<file path="config.mk">
export PLATFORM = sky130hd
export DESIGN_NAME = clkout_cfg_regs
export DESIGN_NICKNAME = d
export VERILOG_FILES = /design/src/clkout_cfg_pkg.sv /design/src/clkout_cfg_regs.sv
export VERILOG_INCLUDE_DIRS = /design/src
export SDC_FILE = /design/constraint.sdc
export NUM_CORES = 1
export LEC_CHECK = 0
export ABC_CLOCK_PERIOD_IN_PS = 5470
export BUFFER_PORTS_ARGS = -buffer_cell sky130_fd_sc_hd__buf_4
export CAP_MARGIN = 25
export CORE_MARGIN = 1.5
export CORE_UTILIZATION = 50
export CTS_BUF_LIST = sky130_fd_sc_hd__clkbuf_8
export DETAILED_ROUTE_END_ITERATION = 10
export GPL_ROUTABILITY_DRIVEN = 0
export PLACE_DENSITY = 0.81
export SYNTH_ARGS = -nofsm -noshare
export SYNTH_HDL_FRONTEND = slang
export SYNTH_SLANG_ARGS = --single-unit
</file>
<file path="constraint.sdc">
create_clock -name hclk -period 5.47 [get_ports hclk]
set_clock_uncertainty 0.05 [all_clocks]
set_input_delay 0.2735 -clock hclk [delete_from_list [all_inputs] [get_ports hclk]]
set_output_delay 0.2735 -clock hclk [all_outputs]
set_load 0.02 [all_outputs]
</file>
<file path="src/clkout_cfg_map.svh">
// Register offsets, field positions and reset values of the clock output config bank
`ifndef CLKOUT_CFG_MAP_SVH
`define CLKOUT_CFG_MAP_SVH
// Offsets are register indices; byte address = 4 * index
`define IDX_SYSTEM_EVENT_FLAGS 12'h0f7
`define IDX_INPUT_LOSS_EVENT_FLAGS 12'h0f8
`define IDX_INIT_DONE_STATUS 12'h0fe
`define IDX_GLOBAL_OUTPUT_DISABLE 12'h102
`define IDX_DRIVER0_POWER_ENABLE_CTRL 12'h112
`define IDX_DRIVER0_SIGNALLING_CFG 12'h113
`define IDX_DRIVER0_SWING_CFG 12'h114
`define IDX_DRIVER0_SOURCE_POLARITY 12'h115
`define IDX_IRQ_MASK 12'h1f0
`define IDX_DRIVER_STATUS 12'h1f1
`define IDX_PAGE_SELECT 12'h0ff
// In-page location of the ready byte, repeated on every page
`define INIT_DONE_PAGE_OFS 8'hfe
`define INIT_DONE_VALUE 8'h0f
`define INIT_NOT_DONE_VALUE 8'h00
// Field positions
`define POS_POWER_DOWN 0
`define POS_OUTPUT_ENABLE 1
`define POS_FORCE_DIV2 2
`define POS_SYNC_EN 3
`define POS_SUPPLY_SEL_EN 3
// Reset values
`define RST_GLOBAL_OUTPUT_DISABLE 8'h01
`define RST_POWER_ENABLE_CTRL 8'h01
`define RST_SIGNALLING_CFG 8'h01
`define RST_SWING_CFG 8'h00
`define RST_SOURCE_POLARITY 8'h08
`define RST_IRQ_MASK 8'h00
// Start-up time
`define INIT_TIME_NS 1000
`define CLK_PERIOD_NS 10
`define INIT_CYCLES ((`INIT_TIME_NS + `CLK_PERIOD_NS - 1) / `CLK_PERIOD_NS)
`endif

</file>
<file path="src/clkout_cfg_pkg.sv">
// Types of the clock output config bank
package clkout_cfg_pkg;
   typedef enum logic [2:0]
   {
      fmt_reserved0 = 3'h0,
      fmt_diff_normal = 3'h1,
      fmt_diff_low_power = 3'h2,
      fmt_lvcmos = 3'h4
   } signalling_format_t;
   typedef enum logic [1:0]
   {
      supply_3v3 = 2'h0,
      supply_1v8 = 2'h1,
      supply_2v5 = 2'h2,
      supply_reserved = 2'h3
   } supply_select_t;
   typedef enum logic [1:0]
   {
      inv_none = 2'h0,
      inv_complement = 2'h1,
      inv_both = 2'h2,
      inv_true = 2'h3
   } polarity_invert_t;
   // Event inputs from the analogue monitors
   typedef struct packed
   {
      logic [3:0] input_loss_flags;
      logic bus_timeout_flag;
      logic oscillator_loss_flag;
      logic lock_loss_flag;
      logic reference_loss_flag;
      logic crystal_loss_flag;
      logic input_cal_flag;
   } event_in_t;
   // Decoded driver controls
   typedef struct packed
   {
      logic powered;
      logic active;
      logic weak_pull_low;
      logic static_level;
      logic force_div_by_two;
      logic [1:0] source_sel;
      logic source_valid;
      signalling_format_t signalling_format;
      logic format_valid;
      logic driver_sync_enable;
      logic [1:0] single_ended_impedance;
      logic [3:0] common_mode_level;
      logic [2:0] swing_level;
      supply_select_t supply_select;
      logic supply_select_enable;
      logic true_invert;
      logic complement_invert;
   } driver_ctrl_t;
   typedef enum logic [1:0]
   {
      st_reset = 2'b00,
      st_init = 2'b01,
      st_ready = 2'b11
   } init_state_t;
endpackage

</file>
<file path="src/clkout_cfg_regs.sv">
// AHB-Lite register bank for the clock output driver configuration
//
// Local design decision: register access over AHB-Lite.
`timescale 1ns/1ps
`include "clkout_cfg_map.svh"
module clkout_cfg_regs
#(
   parameter int DIV_WIDTH = 24,
   parameter int INIT_COUNT = `INIT_CYCLES
)
(
   input wire logic hclk,
   input wire logic hresetn,
   input wire logic hsel,
   input wire logic [31:0] haddr,
   input wire logic [1:0] htrans,
   input wire logic hwrite,
   input wire logic [2:0] hsize,
   input wire logic [31:0] hwdata,
   input wire logic hready,
   output logic hreadyout,
   output logic hresp,
   output logic [31:0] hrdata,
   input wire clkout_cfg_pkg::event_in_t events,
   input wire logic [DIV_WIDTH-1:0] out_divider_value,
   output logic [DIV_WIDTH-1:0] out_divider,
   output clkout_cfg_pkg::driver_ctrl_t driver_ctrl,
   output logic init_done,
   output logic irq
);
   import clkout_cfg_pkg::*;

   logic [7:0] global_output_disable;
   logic [7:0] driver0_power_enable_ctrl;
   logic [7:0] driver0_signalling_cfg;
   logic [7:0] driver0_swing_cfg;
   logic [7:0] driver0_source_polarity;
   logic [7:0] system_event_flags;
   logic [7:0] input_loss_event_flags;
   logic [7:0] irq_mask;
   logic [7:0] page;
   logic [7:0] init_done_status;
   logic [7:0] driver_status;
   init_state_t state;
   init_state_t next_state;
   logic [15:0] init_cnt;
   logic dp_valid;
   logic dp_write;
   logic [11:0] dp_index;
   logic [11:0] ap_index;
   logic ap_valid;
   logic rd_sys;
   logic rd_loss;
   logic [7:0] next_rdata;
   logic global_en;
   logic drv_en;
   logic [7:0] sys_events;
   logic [7:0] loss_events;

   assign hreadyout = 1'b1;
   assign hresp = 1'b0;

   // Start-up sequence
   always_comb
   begin
      next_state = state;
      unique case (state)
         st_reset:
            next_state = st_init;
         st_init:
            if (init_cnt == 16'(INIT_COUNT - 1))
               next_state = st_ready;
         st_ready:
            next_state = st_ready;
         default:
            next_state = st_reset;
      endcase
   end

   always_ff @(posedge hclk or negedge hresetn)
   begin
      if (!hresetn)
         state <= st_reset;
      else
         state <= next_state;
   end

   always_ff @(posedge hclk or negedge hresetn)
   begin
      if (!hresetn)
         init_cnt <= 16'h0000;
      else if (state == st_init)
         init_cnt <= init_cnt + 16'h0001;
   end

   assign init_done = (state == st_ready);
   assign init_done_status = init_done ? `INIT_DONE_VALUE : `INIT_NOT_DONE_VALUE;

   // Address phase capture
   assign ap_valid = hsel && htrans[1] && hready;
   assign ap_index = haddr[13:2];

   always_ff @(posedge hclk or negedge hresetn)
   begin
      if (!hresetn)
      begin
         dp_valid <= 1'b0;
         dp_write <= 1'b0;
         dp_index <= 12'h000;
      end
      else if (hready)
      begin
         dp_valid <= ap_valid;
         dp_write <= hwrite;
         dp_index <= ap_index;
      end
   end

   // Register writes in the data phase
   always_ff @(posedge hclk or negedge hresetn)
   begin
      if (!hresetn)
      begin
         global_output_disable <= `RST_GLOBAL_OUTPUT_DISABLE;
         driver0_power_enable_ctrl <= `RST_POWER_ENABLE_CTRL;
         driver0_signalling_cfg <= `RST_SIGNALLING_CFG;
         driver0_swing_cfg <= `RST_SWING_CFG;
         driver0_source_polarity <= `RST_SOURCE_POLARITY;
         irq_mask <= `RST_IRQ_MASK;
         page <= 8'h00;
      end
      else if (dp_valid && dp_write)
      begin
         unique case (dp_index)
            `IDX_GLOBAL_OUTPUT_DISABLE:
               global_output_disable <= {7'h00, hwdata[0]};
            `IDX_DRIVER0_POWER_ENABLE_CTRL:
               driver0_power_enable_ctrl <= {5'h00, hwdata[2:0]};
            `IDX_DRIVER0_SIGNALLING_CFG:
               driver0_signalling_cfg <= hwdata[7:0];
            `IDX_DRIVER0_SWING_CFG:
               driver0_swing_cfg <= {1'b0, hwdata[6:0]};
            `IDX_DRIVER0_SOURCE_POLARITY:
               driver0_source_polarity <= hwdata[7:0];
            `IDX_IRQ_MASK:
               irq_mask <= hwdata[7:0];
            `IDX_PAGE_SELECT:
               page <= hwdata[7:0];
            default:
               page <= page;
         endcase
      end
   end

   // Sticky event flags; a read clears only the bits it returned, so a new event is never lost
   assign sys_events = {2'b00, events.bus_timeout_flag, events.oscillator_loss_flag,
                        events.lock_loss_flag, events.reference_loss_flag,
                        events.crystal_loss_flag, events.input_cal_flag};
   assign loss_events = {4'h0, events.input_loss_flags};
   assign rd_sys = dp_valid && !dp_write && (dp_index == `IDX_SYSTEM_EVENT_FLAGS);
   assign rd_loss = dp_valid && !dp_write && (dp_index == `IDX_INPUT_LOSS_EVENT_FLAGS);

   always_ff @(posedge hclk or negedge hresetn)
   begin
      if (!hresetn)
         system_event_flags <= 8'h00;
      else
         system_event_flags <= (system_event_flags & ~(rd_sys ? hrdata[7:0] : 8'h00))
                               | sys_events;
   end

   always_ff @(posedge hclk or negedge hresetn)
   begin
      if (!hresetn)
         input_loss_event_flags <= 8'h00;
      else
         input_loss_event_flags <= (input_loss_event_flags & ~(rd_loss ? hrdata[7:0] : 8'h00))
                                   | loss_events;
   end

   // Mask bits 0..5 gate system flags, 6..7 gate any input loss
   always_ff @(posedge hclk or negedge hresetn)
   begin
      if (!hresetn)
         irq <= 1'b0;
      else
         irq <= |(system_event_flags[5:0] & irq_mask[5:0])
                | ((|input_loss_event_flags[3:0]) & (|irq_mask[7:6]));
   end

   // Driver control decode
   assign global_en = global_output_disable[0];
   assign drv_en = global_en && driver0_power_enable_ctrl[`POS_OUTPUT_ENABLE];

   always_comb
   begin
      driver_ctrl = '0;
      driver_ctrl.powered = !driver0_power_enable_ctrl[`POS_POWER_DOWN];
      driver_ctrl.weak_pull_low = driver0_power_enable_ctrl[`POS_POWER_DOWN];
      driver_ctrl.static_level = driver0_signalling_cfg[4] && !driver0_signalling_cfg[5];
      driver_ctrl.force_div_by_two = driver0_power_enable_ctrl[`POS_FORCE_DIV2];
      driver_ctrl.source_sel = driver0_source_polarity[1:0];
      driver_ctrl.source_valid = !driver0_source_polarity[2];
      driver_ctrl.signalling_format = signalling_format_t'(driver0_signalling_cfg[2:0]);
      driver_ctrl.format_valid = (driver0_signalling_cfg[2:0] == 3'h1)
                                 || (driver0_signalling_cfg[2:0] == 3'h2)
                                 || (driver0_signalling_cfg[2:0] == 3'h4);
      // Needs validity fields, so decoded after them
      driver_ctrl.active = drv_en && driver_ctrl.powered && driver_ctrl.format_valid
                           && driver_ctrl.source_valid;
      driver_ctrl.driver_sync_enable = driver0_signalling_cfg[`POS_SYNC_EN];
      driver_ctrl.single_ended_impedance = driver0_signalling_cfg[7:6];
      driver_ctrl.common_mode_level = driver0_swing_cfg[3:0];
      driver_ctrl.swing_level = driver0_swing_cfg[6:4];
      driver_ctrl.supply_select = supply_select_t'(driver0_source_polarity[5:4]);
      driver_ctrl.supply_select_enable = driver0_source_polarity[`POS_SUPPLY_SEL_EN];
      unique case (polarity_invert_t'(driver0_source_polarity[7:6]))
         inv_none:
         begin
            driver_ctrl.true_invert = 1'b0;
            driver_ctrl.complement_invert = 1'b0;
         end
         inv_complement:
         begin
            driver_ctrl.true_invert = 1'b0;
            driver_ctrl.complement_invert = 1'b1;
         end
         inv_both:
         begin
            driver_ctrl.true_invert = 1'b1;
            driver_ctrl.complement_invert = 1'b1;
         end
         inv_true:
         begin
            driver_ctrl.true_invert = 1'b1;
            driver_ctrl.complement_invert = 1'b0;
         end
      endcase
   end

   // Value 2 only when forced; a zero value passes through unchanged
   always_ff @(posedge hclk or negedge hresetn)
   begin
      if (!hresetn)
         out_divider <= '0;
      else if (driver0_power_enable_ctrl[`POS_FORCE_DIV2])
         out_divider <= DIV_WIDTH'(2);
      else
         out_divider <= out_divider_value;
   end

   assign driver_status = {4'h0, driver_ctrl.format_valid, driver_ctrl.source_valid,
                           driver_ctrl.powered, driver_ctrl.active};

   // Read data
   always_comb
   begin
      next_rdata = 8'h00;
      if (ap_index[7:0] == `INIT_DONE_PAGE_OFS)
         next_rdata = init_done_status;
      else
      begin
         unique case (ap_index)
            `IDX_SYSTEM_EVENT_FLAGS:
               next_rdata = system_event_flags;
            `IDX_INPUT_LOSS_EVENT_FLAGS:
               next_rdata = input_loss_event_flags;
            `IDX_GLOBAL_OUTPUT_DISABLE:
               next_rdata = global_output_disable;
            `IDX_DRIVER0_POWER_ENABLE_CTRL:
               next_rdata = driver0_power_enable_ctrl;
            `IDX_DRIVER0_SIGNALLING_CFG:
               next_rdata = driver0_signalling_cfg;
            `IDX_DRIVER0_SWING_CFG:
               next_rdata = driver0_swing_cfg;
            `IDX_DRIVER0_SOURCE_POLARITY:
               next_rdata = driver0_source_polarity;
            `IDX_IRQ_MASK:
               next_rdata = irq_mask;
            `IDX_DRIVER_STATUS:
               next_rdata = driver_status;
            `IDX_PAGE_SELECT:
               next_rdata = page;
            default:
               next_rdata = 8'h00;
         endcase
      end
   end

   always_ff @(posedge hclk or negedge hresetn)
   begin
      if (!hresetn)
         hrdata <= 32'h0000_0000;
      else if (ap_valid && !hwrite)
         hrdata <= {24'h00_0000, next_rdata};
   end
endmodule

</file>
# Yosys cells after proc, flatten, opt, wreduce, memory -nomap -nowiden
# Index checks and enable logic that the tools add are counted.
[classes]
eq_ne = 30
mux = 9
n_reduce_logical = 31
n_bitwise = 9
addsub = 1
[op_table]
columns = ["operator", "n"]
rows = [
  ["equality test 12 x 9 -> 1 bit, second input constant", 13],
  ["case mux 8 bit (10 select lines)", 1],
  ["equality test 12 x 8 -> 1 bit, second input constant", 6],
  ["2-to-1 mux 24 bit", 1],
  ["2-to-1 mux 8 bit", 3],
  ["adder 16 x 1 -> 16 bit, second input constant", 1],
  ["AND 8 bit", 2],
  ["equality test 16 x 7 -> 1 bit, second input constant", 1],
  ["NOT 8 bit", 2],
  ["AND reduction 2 bit", 7],
  ["logical AND 1 bit", 12],
  ["equality test 8 bit, second input constant", 1],
  ["bitwise OR 8 x 4 -> 8 bit", 1],
  ["bitwise OR 8 x 6 -> 8 bit", 1],
  ["case mux 2 bit (4 select lines)", 1],
  ["AND 6 bit", 1],
  ["equality test 2 bit, second input constant", 3],
  ["case mux 2 bit (3 select lines)", 1],
  ["OR reduction 6 bit", 1],
  ["logical NOT 1 bit", 5],
  ["equality test 2 x 1 -> 1 bit, second input constant", 2],
  ["logical NOT 2 bit", 2],
  ["2-to-1 mux 4 bit", 1],
  ["OR reduction 4 bit", 1],
  ["9 further kinds", 10],
]
[totals]
in_bits = 108
reg_bits = 124

# Longest topological paths before layout
[depth]
word_depth = 7
depth_mapped = 7
ltp_nobuf = 5

# Worst setup path before layout
# No wires, ideal clock.
[synth_path]
path_type = "register -> register"
startpoint = "register dp_index[9]"
endpoint = "register driver0_source_polarity[0]"
path_buffers = 0
path_stages_with_launch = 6
setup_slack_ps = 3167
t_required_ps = 5293
setup_ps = 127
period_less_slack_ps = 2303
arrival_ps = 2125
cell_sequence = "dfrtp_1 or4b_1 nor3_2 nand4b_1 nor3b_4 mux2_1"
[synth_between]
elab_chain_len = 2
[synth_rtl]
columns = ["item", "line_no", "rtl"]
rows = [
  ["start: declaration", "clkout_cfg_regs.sv:49", "logic [11:0] dp_index;"],
  ["start signal: assignment", "clkout_cfg_regs.sv:115", "dp_index <= ap_index;"],
  ["equality test 12 x 9 -> 1 bit", "clkout_cfg_regs.sv:134", "unique case (dp_index)"],
  ["AND reduction 2 bit (no line)", "-", ""],
  ["end signal: assignment", "clkout_cfg_regs.sv:128", "driver0_source_polarity <= `RST_SOURCE_POLARITY;"],
  ["end signal: assignment", "clkout_cfg_regs.sv:144", "driver0_source_polarity <= hwdata[7:0];"],
  ["end: declaration", "clkout_cfg_regs.sv:37", "logic [7:0] driver0_source_polarity;"],
]
# Every way passes these cells.
# A chain may end at the register's enable or synchronous reset.

# Final worst setup path
[layout_path]
startpoint = "register dp_index[9]"
endpoint = "register page[0]"
[layout_between]
elab_chain_len = 2
[layout_rtl]
columns = ["item", "line_no", "rtl"]
rows = [
  ["equality test 12 x 8 -> 1 bit", "clkout_cfg_regs.sv:134", ""],
  ["AND reduction 2 bit (no line)", "-", ""],
  ["end signal: assignment", "clkout_cfg_regs.sv:148", "page <= hwdata[7:0];"],
  ["end signal: assignment", "clkout_cfg_regs.sv:150", "page <= page;"],
  ["end: declaration", "clkout_cfg_regs.sv:41", "logic [7:0] page;"],
]
# Every way passes these cells.

==> flow_metrics.env <==
export IMPL_yosysWarnings=0
export IMPL_synth_top_cell_by_area="dfrtp_1"
export IMPL_synth_most_common_cell="dfrtp_1"
export IMPL_hold_path_class="input pin to register"
export IMPL_hold_end="out_divider[9]"
export IMPL_wl_met3_um=1030
export IMPL_drt_wirelength_per_cell_um=17.9
export IMPL_cts_path_max_buffers=2
export IMPL_path_cells="or4b_1 -> nor3_1 -> nand2_1 -> nor3_2 -> mux2_1"
export IMPL_vias=4487
export IMPL_grt_pass1_vias=4770
export IMPL_ys_ff_latch=124
export IMPL_endpoint_kind="register"
export IMPL_drcViolationCount=0
export IMPL_fin_setup_tns_ns=0
export IMPL_clk_latency_ns=0.43
export IMPL_avgViaCountPerCell=5.62
export IMPL_async_flop_share_pct=100
export IMPL_worstMarginPinSlew_ns=0.909
export IMPL_die_width_um=112
export IMPL_whs_path_depth=2
export IMPL_globalRouteOverflowTotal=0
export IMPL_io_pins=195
export IMPL_yosys_top_cells_count="120 x dfrtp_1, 41 x mux2_1, 39 x buf_4, 34 x nand2_1, 30 x nor2b_1"
export IMPL_yosysTopAreaCellShare_pct=50.7
export IMPL_seq_area_frac_synth_pct=52.5
export IMPL_nets=756
export IMPL_timing_rr_end="page[0]"
export IMPL_post_dp_cell_area_sq_um=6730
export IMPL_clkTransAtPathRegs_ns=0.07
export IMPL_synth_flop_cell="dfrtp_1"
export IMPL_critical_path_required_ns=5.73
export IMPL_cp_start_kind="register"
export IMPL_antenna_found_initial=0
export IMPL_utilization_pct=65.1
export IMPL_io_buffers=120
export IMPL_power_density_nw_per_um2=275
export IMPL_critical_path_class="register to register"
export IMPL_power_mw=2.05
export IMPL_rsz0062_at_grt="no"
export IMPL_diodes=0
export IMPL_dr_wl_met2_um=7120
export IMPL_die_area_sq_um=12500
export IMPL_dp_hpwl_um=9990
export IMPL_reg2reg_from="dp_index[9]"
export IMPL_ctsHtreeMaxLevel=4
export IMPL_syn_avg_cell_area_sq_um=11.6
export IMPL_grt_first_pass_wirelength_um=23400
export IMPL_drt_iter0_markers=261
export IMPL_netlist_top_cells_area="dfrtp_1 51%, mux2_1 7.8%, buf_4 4.9%, mux2_2 3.8%, nor2b_1 3.2%"
export IMPL_min_period_ns=2.68
export IMPL_area_growth_pct=26.1
export IMPL_slew_viol_final=0
export IMPL_wl_met1_um=5830
export IMPL_grt_max_degree=72
export IMPL_initial_core_util_pct=51.6
export IMPL_hold_slack_ns=0.0263
export IMPL_die_y_um=112
export IMPL_design_area_sq_um=7460
export IMPL_status="finished, final reports clean"
export IMPL_cts_root_buf="clkbuf_8"
export IMPL_max_freq_mhz=373
export IMPL_cp_slowest_cell="nor3_2"
export IMPL_maxCapViolations=0
export IMPL_syn_inst=510
export IMPL_r2r_slack_ns=2.79
export IMPL_drive_gt1_share_pct=28.0
export IMPL_cts_tree="built"
export IMPL_power_leakage_nw=3.47
export IMPL_cts_made_buffers=17
export IMPL_path_max_fanout=8
export IMPL_synth_edff_count=0
export IMPL_arrival_ns=2.94
export IMPL_synth_area_sq_um=5920
export IMPL_hp_start="out_divider_value[9]"
export IMPL_core_sq_um=11500
export IMPL_clock_sinks=124
export IMPL_hold_viol=0
export IMPL_first_pass_iters=5
export IMPL_cp_slowest_stage_delay_ns=0.70
export IMPL_synth_cell_types=62
export IMPL_period_share_pct=49.1
export IMPL_slew_headroom_pct=38.9
export IMPL_rows=39
export IMPL_final_antenna_net_count=0
export IMPL_ir_drop_v=0.000272
export IMPL_track_usage_pct=24.1
export IMPL_routed_wl_um=14300
export IMPL_ff2ff_path_depth=5
export IMPL_highest_layer="met4"
export IMPL_finalSetupViolations=0
what timing repair did:
action                                  4_1_cts  5_1_grt
endpoints found under the setup margin        0        0
setup buffers                                 0        0
resized for setup                             0        0
hold buffers                                 25        2
endpoints found under the hold margin        73        2
cells in the final DEF, fill, tap and decap left out, drive strengths merged, types with 4 or more instances in the layout:
master / synthesis / routed
a21boi: 7 / 7
a21o: 10 / 10
a21oi: 7 / 7
a22oi: 5 / 5
and3: 7 / 7
and3b: 4 / 4
buf: 44 / 122
bufinv: 0 / 5
clkbuf: 14 / 20
conb: 2 / 26
dfrtp: 120 / 120
dfstp: 4 / 4
dlygate4sd3: 0 / 27
ha: 4 / 4
inv: 8 / 12
mux2: 61 / 61
mux2i: 6 / 6
nand2: 34 / 34
nand3: 9 / 9
nand4: 11 / 11
nor2: 16 / 16
nor2b: 31 / 31
nor3: 15 / 15
nor4: 8 / 8
o21ai: 12 / 12
o2bb2ai: 4 / 4
or4: 5 / 5
xnor2: 11 / 11
xor2: 5 / 5
area by class of cell:
cell class | instances | area [sq um]
Clock buffer | 20 | 275
Clock inverter | 11 | 175
Fill cell | 852 | 4010
Inverter | 8 | 30.0
Multi-Input combinational cell | 344 | 2510
Sequential cell | 124 | 3110
Tap cell | 143 | 179
Timing Repair Buffer | 149 | 1190
stage by stage:
step,setup WS (ns),cells
global route,2.66,799
finish,2.79,799
CTS,2.82,796
detailed placement,2.84,740
global placement,2.88,740
floorplan,3.17,534
worst max path at each step:
stage	startpoint	endpoint	slack, ns	depth (start not counted)
6_report	dp_index[9]	page[0]	2.79	5
5_1_grt	dp_index[11]	page[0]	2.66	5
4_1_cts	dp_index[9]	driver0_swing_cfg[2]	2.82	5
3_5_place_dp	dp_index[9]	driver0_swing_cfg[2]	2.84	5
3_3_place_gp	dp_index[9]	driver0_swing_cfg[2]	2.88	5
2_1_floorplan	dp_index[9]	driver0_source_polarity[0]	3.17	5
state kept, by name, indices dropped and copies added, names as in the netlist, 2 cells and up:
signal / flops
state: 2
driver0_power_enable_ctrl: 3
input_loss_event_flags: 8
irq_mask: 8
page: 8
driver0_signalling_cfg: 8
system_event_flags: 8
out_divider: 24
init_cnt: 16
driver0_source_polarity: 8
hrdata: 8
dp_index: 12
driver0_swing_cfg: 7
critical path: cells and delay by family, from the launching register on:
kind / cells / cell delay (ns)
simple gates: 4 / 1.74
mux: 1 / 0.39
flops: 1 / 0.37
where the power goes:
group          switching, mW  total [mW]  internal [mW]
combinational          0.103       0.186         0.0831
sequential            0.0184       0.959          0.941
clock                  0.336       0.905          0.569
routing by layer:
| layer | up-vias | track usage [%] |
|---|---|---|
| met5 | - | 0 |
| met4 | 0 | 9.54 |
| met3 | 28 | 7.78 |
| met2 | 179 | 40.1 |
| met1 | 2243 | 29.3 |
| li1 | 2037 | - |
cells by family after synthesis:
group                      share of synthesized area, %
AOI/OAI and AO/OA                                  8.79
other                                             0.127
adders and majority gates                         0.846
DFF                                                52.5
xor gates and xnor gates                           2.37
muxes                                              12.6
and+or+nand+nor                                    16.0
buffers and inverters                              6.74
(Power assumes the default switching activity.)
